===== src/reader_timers_consts.vh =====
// Constants for the reader protocol timer block: register map, fields, resets, steps
`ifndef READER_TIMERS_CONSTS_VH
`define READER_TIMERS_CONSTS_VH
// ----------------------------------------------------------------
// Register byte addresses
// ----------------------------------------------------------------
`define ADDR_CTRL 8'h00
`define ADDR_MRT 8'h04
`define ADDR_NRT 8'h08
`define ADDR_GPT 8'h0c
`define ADDR_WUT 8'h10
`define ADDR_CMD 8'h14
`define ADDR_FLAGS 8'h18
`define ADDR_STATUS 8'h1c
// ----------------------------------------------------------------
// Control register fields
// ----------------------------------------------------------------
`define CTRL_NRT_UNCOND 0
`define CTRL_NRT_STEP 1
`define CTRL_GPT_TRIG_LO 2
`define CTRL_GPT_TRIG_HI 3
`define CTRL_SQUELCH_EN 4
`define CTRL_WIDTH 5
`define CTRL_RESET 5'h00
// General timer trigger codes
`define GPT_TRIG_NONE 2'h0
`define GPT_TRIG_SOF 2'h1
`define GPT_TRIG_EOF 2'h2
// ----------------------------------------------------------------
// Flag and status bit positions
// ----------------------------------------------------------------
`define FLAG_NRE 0
`define FLAG_GPT 1
`define FLAG_WUT 2
`define FLAG_OSC 3
`define STAT_MRT_RUN 0
`define STAT_NRT_RUN 1
`define STAT_GPT_RUN 2
`define STAT_WUT_RUN 3
`define STAT_OSC_OK 4
`define STAT_RX_WATCH 5
// ----------------------------------------------------------------
// Commands written to the command register
// ----------------------------------------------------------------
`define CMD_CLEAR 8'h01
`define CMD_START_MRT 8'h02
`define CMD_START_NRT 8'h03
`define CMD_START_GPT 8'h04
`define CMD_START_WUT 8'h05
// ----------------------------------------------------------------
// Steps in carrier periods (or RC ticks for the wake-up timer)
// ----------------------------------------------------------------
`define MRT_STEP 12'd64
`define MRT_STEP_LP 12'd512
`define NRT_STEP_SHORT 12'd64
`define NRT_STEP_LONG 12'd4095
`define GPT_STEP 12'd8
`define RC_TICKS_PER_MS 12'd32
// Wake-up periods in ms, selected by a 3-bit code; code 3 after reset
`define WUT_MS_0 16'd10
`define WUT_MS_1 16'd20
`define WUT_MS_2 16'd50
`define WUT_MS_3 16'd100
`define WUT_MS_4 16'd200
`define WUT_MS_5 16'd300
`define WUT_MS_6 16'd400
`define WUT_MS_7 16'd800
`define WUT_SEL_RESET 3'h3
`endif


===== src/reader_protocol_timers.v =====
// Reader protocol timers: mask-receive, no-response, general and wake-up timers
//
// Chosen here: register access over AHB-Lite and the register addresses.
`timescale 1ns/10ps
`default_nettype none
`include "reader_timers_consts.vh"
// How it works
// - Clear command stops every timer except the wake-up timer and, in unconditional mode, the no-response timer.
// - Unconditional no-response mode keeps that timer running through Clear.
// - End of transmit EOF starts the no-response timer, and the mask-receive timer outside active peer mode.
// - Mask-receive running holds receive gate low; it never raises an interrupt.
// - Mask-receive running switches squelch on when squelch is enabled.
// - In active peer mode, peer field on starts mask-receive timer.
// - Low-power target mode: command starts mask timer at 512 periods; expiry starts watching.
// - No-response expiry sets its own flag in the flag register.
// - Step-select bit picks 64 or 4096 carrier periods per no-response count.
// - Normal mode: expiry before reply start interrupts and gates receive; reply stops timer.
// - Unconditional mode: expiry always interrupts; gate forced low only when no reply busy.
// - Start no-response command starts or restarts; ignored in active peer mode.
// - Active peer mode: expiry before peer field on raises an interrupt.
// - General timer triggers on SOF or EOF; in peer mode on field off.
// - Every general timer expiry raises an interrupt.
// - Start general timer command starts or restarts it.
// - Wake-up start accepted outside wake-up mode; starts RC clock; expiry sets flag.
// - Crystal stopped in power-down: only the wake-up timer keeps counting.
// - Oscillator-stable bit sets when stable, and an interrupt flag follows.
// - Wake-up periods selectable from 10 ms to 800 ms; 100 ms after reset.

// ----------------------------------------------------------------
// Generic step timer: prescaler of ticks, then a down counter
// ----------------------------------------------------------------
module step_timer (
   input wire clk,
   input wire rstn,
   input wire ce,
   input wire tick,
   input wire start,
   input wire stop,
   input wire [15:0] value,
   input wire [11:0] stepLen,
   output wire running,
   output reg expire
);
   reg runQ;
   reg [11:0] preQ;
   reg [15:0] cntQ;
   reg [11:0] stepQ;
   assign running = runQ;
   // Start wins over stop so a restart in the stop cycle is kept
   always @(posedge clk or negedge rstn) begin
      if (!rstn) begin
         runQ <= 1'b0;
         preQ <= 12'h000;
         cntQ <= 16'h0000;
         stepQ <= 12'h000;
         expire <= 1'b0;
      end else if (ce) begin
         expire <= 1'b0;
         if (start && value != 16'h0000) begin
            runQ <= 1'b1;
            preQ <= 12'h000;
            cntQ <= value;
            stepQ <= stepLen;
         end else if (stop) begin
            runQ <= 1'b0;
         end else if (runQ && tick) begin
            if (preQ == stepQ - 12'h001) begin
               preQ <= 12'h000;
               if (cntQ == 16'h0001) begin
                  runQ <= 1'b0;
                  expire <= 1'b1;
               end
               cntQ <= cntQ - 16'h0001;
            end else begin
               preQ <= preQ + 12'h001;
            end
         end
      end
   end
endmodule

// ----------------------------------------------------------------
// Top level
// ----------------------------------------------------------------
module reader_protocol_timers (
   input wire clk,
   input wire rstn,
   input wire ce,
   // AHB-Lite slave
   input wire hsel,
   input wire [7:0] haddr,
   input wire [1:0] htrans,
   input wire hwrite,
   input wire [2:0] hsize,
   input wire [31:0] hwdata,
   input wire hready,
   output wire hreadyout,
   output wire hresp,
   output reg [31:0] hrdata,
   // Events from transmitter, framing and field detector (same clock)
   input wire carrierTick,
   input wire txEnd,
   input wire rxSof,
   input wire rxEof,
   input wire rxBusy,
   input wire peerFieldOn,
   input wire peerFieldOff,
   input wire p2pMode,
   input wire lpTargetMode,
   input wire wakeupMode,
   input wire powerDown,
   // Asynchronous inputs from analog blocks
   input wire rcClkIn,
   input wire oscStableIn,
   // Outputs
   output wire rxOn,
   output wire squelchOn,
   output wire rxWatch,
   output wire rcOscEn,
   output reg nreEvent,
   output reg gptEvent,
   output reg wakeupTimerFlag,
   output reg oscEvent
);
   // ----------------------------------------------------------------
   // Register storage
   // ----------------------------------------------------------------
   reg [`CTRL_WIDTH-1:0] ctrlQ;
   reg [7:0] mrtValQ;
   reg [15:0] nrtValQ;
   reg [15:0] gptValQ;
   reg [2:0] wutSelQ;
   reg [3:0] flagsQ;
   reg rxGateQ;
   reg rxWatchQ;
   reg mrtLpQ;
   reg wrPendQ;
   reg [7:0] wrAddrQ;
   // Synchronisers for the RC clock and the oscillator level
   reg rcS1Q, rcS2Q, rcS3Q;
   reg oscS1Q, oscS2Q, oscS3Q;
   wire mrtRun, nrtRun, gptRun, wutRun;
   wire mrtExp, nrtExp, gptExp, wutExp;
   reg [15:0] wutMs;
   reg [31:0] rdMux;

   // Bus: zero wait states, always OKAY; a frozen block stretches the transfer
   assign hreadyout = ce;
   assign hresp = 1'b0;
   wire addrPhase = hsel && htrans[1] && hready;
   wire wrNow = wrPendQ && ce;
   wire cmdWr = wrNow && wrAddrQ == `ADDR_CMD;
   wire [7:0] cmd = hwdata[7:0];
   wire cmdClear = cmdWr && cmd == `CMD_CLEAR;
   wire nrtUncond = ctrlQ[`CTRL_NRT_UNCOND];
   wire [1:0] gptTrig = ctrlQ[`CTRL_GPT_TRIG_HI:`CTRL_GPT_TRIG_LO];

   // Carrier tick stops with the crystal in power-down
   wire fcTick = carrierTick && !powerDown;
   wire rcEdge = rcS2Q && !rcS3Q;
   wire oscRise = oscS2Q && !oscS3Q;

   // ----------------------------------------------------------------
   // Timer start and stop terms
   // ----------------------------------------------------------------
   wire mrtCmd = cmdWr && cmd == `CMD_START_MRT;
   wire mrtStart = (txEnd && !p2pMode) || (peerFieldOn && p2pMode) || mrtCmd;
   // Low-power target start uses the slow step
   wire mrtLpStart = mrtCmd && lpTargetMode;
   wire [11:0] mrtStep = mrtLpStart ? `MRT_STEP_LP : `MRT_STEP;
   wire nrtStart = txEnd || (cmdWr && cmd == `CMD_START_NRT && !p2pMode);
   // Reply start stops it only in normal mode; peer field ends the wait in peer mode
   wire nrtStop = (cmdClear && !nrtUncond)
      || (rxSof && !nrtUncond && !p2pMode)
      || (peerFieldOn && p2pMode);
   wire [11:0] nrtStep = ctrlQ[`CTRL_NRT_STEP] ? `NRT_STEP_LONG + 12'h001 : `NRT_STEP_SHORT;
   wire gptStart = (p2pMode ? peerFieldOff
      : ((gptTrig == `GPT_TRIG_SOF && rxSof) || (gptTrig == `GPT_TRIG_EOF && rxEof)))
      || (cmdWr && cmd == `CMD_START_GPT);
   wire wutStart = cmdWr && cmd == `CMD_START_WUT && !wakeupMode;
   // Wake-up period in ms for each select code; all eight codes are legal
   always @* begin
      case (wutSelQ)
         3'h0: wutMs = `WUT_MS_0;
         3'h1: wutMs = `WUT_MS_1;
         3'h2: wutMs = `WUT_MS_2;
         3'h3: wutMs = `WUT_MS_3;
         3'h4: wutMs = `WUT_MS_4;
         3'h5: wutMs = `WUT_MS_5;
         3'h6: wutMs = `WUT_MS_6;
         default: wutMs = `WUT_MS_7;
      endcase
   end
   // ----------------------------------------------------------------
   // Timer instances
   // ----------------------------------------------------------------
   step_timer mrtTimer (
      .clk(clk),
      .rstn(rstn),
      .ce(ce),
      .tick(fcTick),
      .start(mrtStart),
      .stop(cmdClear),
      .value({8'h00, mrtValQ}),
      .stepLen(mrtStep),
      .running(mrtRun),
      .expire(mrtExp)
   );
   step_timer nrtTimer (
      .clk(clk),
      .rstn(rstn),
      .ce(ce),
      .tick(fcTick),
      .start(nrtStart),
      .stop(nrtStop),
      .value(nrtValQ),
      .stepLen(nrtStep),
      .running(nrtRun),
      .expire(nrtExp)
   );
   step_timer gptTimer (
      .clk(clk),
      .rstn(rstn),
      .ce(ce),
      .tick(fcTick),
      .start(gptStart),
      .stop(cmdClear),
      .value(gptValQ),
      .stepLen(`GPT_STEP),
      .running(gptRun),
      .expire(gptExp)
   );
   // Wake-up timer counts RC ticks and ignores Clear
   step_timer wutTimer (
      .clk(clk),
      .rstn(rstn),
      .ce(ce),
      .tick(rcEdge),
      .start(wutStart),
      .stop(1'b0),
      .value(wutMs),
      .stepLen(`RC_TICKS_PER_MS),
      .running(wutRun),
      .expire(wutExp)
   );

   // ----------------------------------------------------------------
   // Receive gate, squelch and watch outputs
   // ----------------------------------------------------------------
   assign rxOn = rxGateQ && !mrtRun;
   assign squelchOn = mrtRun && ctrlQ[`CTRL_SQUELCH_EN];
   assign rxWatch = rxWatchQ;
   assign rcOscEn = wutRun;

   // Synchronisers: only the second and third stages feed logic
   always @(posedge clk or negedge rstn) begin
      if (!rstn) begin
         rcS1Q <= 1'b0;
         rcS2Q <= 1'b0;
         rcS3Q <= 1'b0;
         oscS1Q <= 1'b0;
         oscS2Q <= 1'b0;
         oscS3Q <= 1'b0;
      end else if (ce) begin
         rcS1Q <= rcClkIn;
         rcS2Q <= rcS1Q;
         rcS3Q <= rcS2Q;
         oscS1Q <= oscStableIn;
         oscS2Q <= oscS1Q;
         oscS3Q <= oscS2Q;
      end
   end

   // Gate is reopened by a new transmission; forced low on a no-response timeout except in unconditional mode with rxBusy set
   always @(posedge clk or negedge rstn) begin
      if (!rstn) begin
         rxGateQ <= 1'b1;
         rxWatchQ <= 1'b0;
         mrtLpQ <= 1'b0;
      end else if (ce) begin
         if (nrtExp && (!nrtUncond || !rxBusy)) begin
            rxGateQ <= 1'b0;
         end else if (txEnd) begin
            rxGateQ <= 1'b1;
         end
         if (mrtStart) begin
            mrtLpQ <= mrtLpStart;
         end
         if (mrtExp && mrtLpQ) begin
            rxWatchQ <= 1'b1;
         end else if (mrtStart || cmdClear) begin
            rxWatchQ <= 1'b0;
         end
      end
   end

   // ----------------------------------------------------------------
   // Event pulses and sticky flags; a set beats a clear in the same cycle
   // ----------------------------------------------------------------
   wire flagWr = wrNow && wrAddrQ == `ADDR_FLAGS;
   wire [3:0] flagSet = {oscRise, wutExp, gptExp, nrtExp};
   always @(posedge clk or negedge rstn) begin
      if (!rstn) begin
         flagsQ <= 4'h0;
         nreEvent <= 1'b0;
         gptEvent <= 1'b0;
         wakeupTimerFlag <= 1'b0;
         oscEvent <= 1'b0;
      end else if (ce) begin
         flagsQ <= (flagsQ & ~(flagWr ? hwdata[3:0] : 4'h0)) | flagSet;
         nreEvent <= nrtExp;
         gptEvent <= gptExp;
         oscEvent <= oscRise;
         if (wutExp) begin
            wakeupTimerFlag <= 1'b1;
         end else if (flagWr && hwdata[`FLAG_WUT]) begin
            wakeupTimerFlag <= 1'b0;
         end
      end
   end

   // ----------------------------------------------------------------
   // Bus slave: address phase captured, write data taken in data phase
   // ----------------------------------------------------------------
   always @* begin
      case (haddr)
         `ADDR_CTRL: rdMux = {27'h0, ctrlQ};
         `ADDR_MRT: rdMux = {24'h000000, mrtValQ};
         `ADDR_NRT: rdMux = {16'h0000, nrtValQ};
         `ADDR_GPT: rdMux = {16'h0000, gptValQ};
         `ADDR_WUT: rdMux = {29'h0, wutSelQ};
         `ADDR_FLAGS: rdMux = {28'h0000000, flagsQ};
         `ADDR_STATUS: rdMux = {26'h0, rxWatchQ, oscS2Q, wutRun, gptRun, nrtRun, mrtRun};
         default: rdMux = 32'h00000000;
      endcase
   end

   // Setup registers accept any write; the host keeps them still while a timer runs
   always @(posedge clk or negedge rstn) begin
      if (!rstn) begin
         wrPendQ <= 1'b0;
         wrAddrQ <= 8'h00;
         hrdata <= 32'h00000000;
         ctrlQ <= `CTRL_RESET;
         mrtValQ <= 8'h00;
         nrtValQ <= 16'h0000;
         gptValQ <= 16'h0000;
         wutSelQ <= `WUT_SEL_RESET;
      end else if (ce) begin
         wrPendQ <= addrPhase && hwrite;
         wrAddrQ <= haddr;
         if (addrPhase && !hwrite) begin
            hrdata <= rdMux;
         end
         if (wrNow) begin
            case (wrAddrQ)
               `ADDR_CTRL: ctrlQ <= hwdata[`CTRL_WIDTH-1:0];
               `ADDR_MRT: mrtValQ <= hwdata[7:0];
               `ADDR_NRT: nrtValQ <= hwdata[15:0];
               `ADDR_GPT: gptValQ <= hwdata[15:0];
               `ADDR_WUT: wutSelQ <= hwdata[2:0];
               default: wrAddrQ <= wrAddrQ;
            endcase
         end
      end
   end
endmodule
`default_nettype wire


===== config.mk =====
export PLATFORM = sky130hd
export DESIGN_NAME = reader_protocol_timers
export DESIGN_NICKNAME = d
export VERILOG_FILES = /design/src/reader_protocol_timers.v
export VERILOG_INCLUDE_DIRS = /design/src
export SDC_FILE = /design/constraint.sdc
export NUM_CORES = 1
export LEC_CHECK = 0
export BUFFER_PORTS_ARGS = -buffer_cell sky130_fd_sc_hd__buf_2
export CORE_MARGIN = 2
export CORE_UTILIZATION = 60
export DETAILED_ROUTE_END_ITERATION = 10
export GPL_ROUTABILITY_DRIVEN = 0
export PLACE_DENSITY = 0.83
export SLEW_MARGIN = 0
export SYNTH_ARGS = -nofsm -noshare
export SYNTH_HDL_FRONTEND = slang
export SYNTH_SLANG_ARGS = --single-unit

===== constraint.sdc =====
create_clock -name clk -period 5.2 [get_ports clk]
set_clock_uncertainty 0.15 [all_clocks]
set_input_delay 1.04 -clock clk [delete_from_list [all_inputs] [get_ports clk]]
set_output_delay 1.04 -clock clk [all_outputs]
set_load 0.02 [all_outputs]

==> metrics.txt <==
# TYPE chip_impl_metric gauge
chip_impl_info{name="run_status",value="finished, final reports clean"} 1
chip_impl_info{name="most-common-layout-cells",value="dfrtp_1 (212), nand2_1 (116), nor2_1 (81), o21ai_0 (76), a21oi_1 (71)"} 1
chip_impl_metric{name="std_cell_rows",unit=""} 51
chip_impl_metric{name="route.detailed.wl_per_inst",unit="um"} 19.1
chip_impl_metric{name="seq_power_share",unit=""} 0.455
chip_impl_metric{name="post-route-min-period",unit="ns"} 3.79
chip_impl_metric{name="postCtsSetupBuffers",unit=""} 0
chip_impl_metric{name="final_max_slew_viol_count",unit=""} 0
chip_impl_metric{name="io_buffers",unit=""} 68
chip_impl_metric{name="cts_buffers",unit=""} 24
chip_impl_metric{name="buffer_depth_of_the_longest_clock_path",unit=""} 3
chip_impl_metric{name="synth_adder_area_share",unit=""} 0.0138
chip_impl_metric{name="multiInputGateArea",unit="um^2"} 5940
chip_impl_metric{name="timing.critical_path.fanout_max",unit=""} 22
chip_impl_info{name="critical_path_class",value="input pin to register"} 1
chip_impl_metric{name="first_global_vias",unit=""} 9426
chip_impl_metric{name="postSynth.asyncResetShare",unit=""} 1.00
chip_impl_metric{name="cp.arrival",unit="ns"} 4.03
chip_impl_info{name="cp_cell_sequence",value="buf_2 > or4_4 > nor4_4 > buf_4 > a31o_2 > nand2_1 > a21oi_1 > buf_4 > a21oi_1"} 1
chip_impl_info{name="grt_setup_unrepaired",value="no"} 1
chip_impl_metric{name="gr_layer_usage_met3",unit=""} 0.0560
chip_impl_metric{name="power.total",unit="mW"} 4.35
chip_impl_metric{name="ant_nets",unit=""} 0
chip_impl_metric{name="floorplan.initialDensity",unit=""} 0.608
chip_impl_info{name="synth_top_family_by_area",value="simple AND/OR/NAND/NOR gates"} 1
chip_impl_metric{name="power-per-cell-area",unit="nW/um^2"} 334
chip_impl_info{name="cp-end-kind",value="register"} 1
chip_impl_metric{name="final.period_utilization",unit=""} 0.728
chip_impl_metric{name="detail_route.drc_violations",unit=""} 0
chip_impl_info{name="mostFrequentLayoutCell",value="dfrtp_1"} 1
chip_impl_metric{name="synth_simple_gate_area_share",unit=""} 0.210
chip_impl_info{name="post_synthesis_cell_type_with_the_largest_combined_area",value="dfrtp_1"} 1
chip_impl_metric{name="max-slew-margin-rel",unit=""} 0.309
chip_impl_metric{name="net_sw_power",unit="mW"} 1.26
chip_impl_metric{name="first_pass_grt_wire_length",unit="mm"} 47.9
chip_impl_metric{name="route.vias.total",unit=""} 9978
chip_impl_metric{name="timing_hold_violations_final",unit=""} 0
chip_impl_metric{name="cap_viol_max_count",unit=""} 0
chip_impl_metric{name="synth_mux_area_frac",unit=""} 0.0842
chip_impl_info{name="post_synth_main_area_contributors",value="dfrtp_1 (45%), mux2_2 (6.2%), nand2_1 (3.7%), o21ai_0 (3.2%), a21oi_1 (3.0%)"} 1
chip_impl_metric{name="layout-area-overhead-vs-synth",unit="%"} 10.8
chip_impl_metric{name="final_layout_size_suffix_gt1_frac",unit=""} 0.167
chip_impl_metric{name="synth_sequential_area_ratio",unit=""} 0.458
chip_impl_metric{name="cp_slowest_stage_delay",unit="ns"} 0.71
chip_impl_metric{name="boundaryPins",unit=""} 106
chip_impl_info{name="timing.critical_path.from_type",value="input pin"} 1
chip_impl_metric{name="worstSkewPairLatency",unit="ns"} 0.53
chip_impl_metric{name="die_height",unit="um"} 144
chip_impl_metric{name="grt_overflow_total",unit=""} 0
chip_impl_metric{name="power.combinational.fraction",unit=""} 0.155
chip_impl_metric{name="cts.clk_slew.worst_paths",unit="ns"} 0.06
chip_impl_metric{name="required_time_reported_for_the_critical_path_endpoint",unit="ns"} 5.45
chip_impl_metric{name="synth_cells",unit=""} 1213
chip_impl_metric{name="yosysWarnings",unit=""} 0
chip_impl_metric{name="compound_cell_area_share_of_the_yosys_netlist",unit=""} 0.169
chip_impl_metric{name="route.final.wire_length",unit="mm"} 29.5
chip_impl_metric{name="synth_seq_cells",unit=""} 215
chip_impl_metric{name="synthXorXnorAreaFrac",unit=""} 0.0231
chip_impl_metric{name="max_clock_freq",unit="GHz"} 0.264
chip_impl_metric{name="placeableCoreArea",unit="um^2"} 19300
chip_impl_metric{name="syn-cell-area",unit="um^2"} 11700
chip_impl_info{name="critical_path.slowest_cell",value="a21oi_1"} 1
chip_impl_info{name="clk_root_buffer_cell",value="clkbuf_16"} 1
chip_impl_metric{name="antenna_found_initial",unit=""} 1
chip_impl_metric{name="synth_top_cell_area_share",unit=""} 0.452
chip_impl_metric{name="postCtsResizedCells",unit=""} 0
chip_impl_metric{name="vdd_drop_max",unit="mV"} 0.276
chip_impl_metric{name="synth_edf_count",unit=""} 0
chip_impl_metric{name="routed_via_density",unit=""} 6.45
chip_impl_metric{name="global_route_total_usage_across_every_layer",unit=""} 0.290
chip_impl_metric{name="pin_count_of_the_biggest_net_entering_global_routing",unit=""} 125
chip_impl_metric{name="fraction_of_met2_tracks_used_by_global_routing",unit=""} 0.452
chip_impl_metric{name="finalSetupViolations",unit=""} 0
chip_impl_info{name="worstHoldPathType",value="register to register"} 1
chip_impl_metric{name="timing_worst_slew_pin_value",unit="ns"} 1.04
chip_impl_metric{name="cts-htree-levels",unit=""} 1
chip_impl_metric{name="dr_pass1_iterations",unit=""} 5
chip_impl_metric{name="power.share.clock",unit=""} 0.389
chip_impl_metric{name="switching_share",unit=""} 0.289
chip_impl_metric{name="antenna_cells",unit=""} 0
chip_impl_info{name="cts_tree",value="built"} 1
chip_impl_metric{name="yosys.cell_types.count",unit=""} 73
chip_impl_metric{name="hold_ws",unit="ns"} 0.320
chip_impl_metric{name="drt_iter0_markers",unit=""} 907
chip_impl_metric{name="num-nets-final",unit=""} 1341
chip_impl_metric{name="tritoncts_num_sinks",unit=""} 215
chip_impl_info{name="top_usage_layer",value="met2"} 1
chip_impl_metric{name="total_leakage_power",unit="nW"} 5.80
chip_impl_info{name="synthFlopType",value="dfrtp_1"} 1
chip_impl_metric{name="die_width",unit="um"} 144
chip_impl_metric{name="regArea",unit="um^2"} 5380
chip_impl_metric{name="critical_path_buf_inv_count",unit=""} 3
chip_impl_metric{name="dp_hpwl",unit="mm"} 20.1
chip_impl_metric{name="fillers",unit=""} 1474
chip_impl_metric{name="cellInternalPower",unit="mW"} 3.09
chip_impl_metric{name="syn-mean-instance-area",unit="um^2"} 9.69
chip_impl_metric{name="cts_hold_buf",unit=""} 0
chip_impl_metric{name="met1_usage_grt",unit=""} 0.405
chip_impl_info{name="critical-path-top-delay-family",value="simple AND/OR/NAND/NOR gates"} 1
chip_impl_metric{name="finalSetupTns",unit="ns"} 0
chip_impl_metric{name="design.die.area",unit="um^2"} 20700
-- Yosys cell counts, types with 4 or more instances --
library cell / n
dfrtp_1: 212
nand2_1: 116
nor2_1: 81
o21ai_0: 76
a21oi_1: 71
mux2_2: 65
nand3_1: 44
nor4_1: 36
clkbuf_1: 35
inv_1: 33
nor3_1: 33
o31ai_1: 24
or4_1: 22
a22oi_1: 21
nand4_1: 21
buf_4: 19
mux2i_1: 19
or3_1: 18
nor2b_1: 17
xnor2_1: 16
xor2_1: 15
and3_1: 14
ha_1: 13
a31oi_1: 12
a2bb2oi_1: 11
buf_1: 11
o22ai_1: 11
nand2b_1: 9
and2_1: 8
nand3b_1: 8
o2bb2ai_1: 8
a22o_1: 7
and4_1: 7
a31o_2: 6
buf_2: 6
nand4b_1: 6
o211ai_1: 6
o21a_1: 6
a211oi_1: 5
a21o_1: 5
and4b_1: 5
nor4b_1: 4
o2111ai_1: 4
-- worst reg2reg max path: stages, from the launching register on --
cell and delay, ns:
dfrtp_1 0.39, or3_1 0.48, nor4_4 0.27, buf_4 0.24, a31o_2 0.30, nand2_1 0.52
a21oi_1 0.71, buf_4 0.28, a21oi_1 0.06
-- power by group through the flow --
| stage | combinational (mW) | sequential (mW) | clock [mW] |
|---|---|---|---|
| final | 0.676 | 1.98 | 1.69 |
| after global routing | 0.767 | 2.00 | 1.78 |
| after CTS | 0.673 | 1.97 | 1.71 |
| after detailed placement | 0.668 | 2.00 | 0 |
| after global placement | 0.646 | 1.99 | 0 |
| after floorplan | 0.509 | 1.96 | 0 |
-- layout make-up --
type                    instances  area share
clock inverters                12     0.00932
multi-input cells             908       0.456
clock buffers                  31      0.0512
repair buffers                 81      0.0344
inverters                      34     0.00980
flip-flops and latches        215       0.414
well taps                     265      0.0255
-- metrics by stage --
stage | std cells | instance area [um^2] | setup slack (ns) | utilization
global placement | 1503 | 12200 | 1.02 | 0.633
finish | 1546 | 13000 | 1.41 | 0.673
detailed placement | 1503 | 12200 | 0.960 | 0.633
global route | 1546 | 13000 | 1.37 | 0.673
floorplan | 1229 | 11800 | 1.84 | -
CTS | 1546 | 13000 | 1.50 | 0.673
-- flip-flops by register name, indices dropped and copies added (netlist names), 2 cells and up --
signal,count
mrtValQ,8
nrtTimer.cntQ,16
wrAddrQ,8
mrtTimer.stepQ,2
gptTimer.preQ,12
nrtTimer.preQ,12
hrdata,16
gptTimer.cntQ,16
wutTimer.preQ,12
mrtTimer.preQ,12
nrtValQ,16
gptValQ,16
mrtTimer.cntQ,16
flagsQ,4
wutSelQ,3
ctrlQ,5
wutTimer.cntQ,16
-- cell families after synthesis --
kind of cell             count (synthesis)
flip-flops                             215
AND/OR/NAND/NOR                        463
other                                    1
AO/OA/AOI/OAI                          297
buffers and inverters                  106
multiplexers                            87
XOR/XNOR                                31
adder cells (fa/ha/maj)                 13
-- final timing paths --
path | from | end | slack, ns | depth (start not counted)
min in group asynchronous | rstn | mrtTimer.preQ[3]$_DFFE_PN0P_ | 0.43 | 1
hold reg to reg | oscS3Q$_DFFE_PN0P_ | oscEvent$_DFFE_PN0P_ | 0.32 | 1
max in group asynchronous | rstn | nrtTimer.cntQ[12]$_DFFE_PN0P_ | 3.40 | 2
setup / recovery | hwdata[5] | gptTimer.preQ[9]$_DFFE_PN0P_ | 1.41 | 9
setup reg to reg | wrAddrQ[5]$_DFFE_PN0P_ | gptTimer.preQ[9]$_DFFE_PN0P_ | 1.68 | 8
hold / removal | oscS3Q$_DFFE_PN0P_ | oscEvent$_DFFE_PN0P_ | 0.32 | 1
-- per-layer routing --
metal	wire length, um	share of wire	vias to the layer above
met2	13800	0.47	386
met5	13	0.00044	-
met3	2080	0.070	87
met1	12700	0.43	4922
li1	-	-	4581
met4	971	0.033	2
Power figures use the tool's default switching activity.
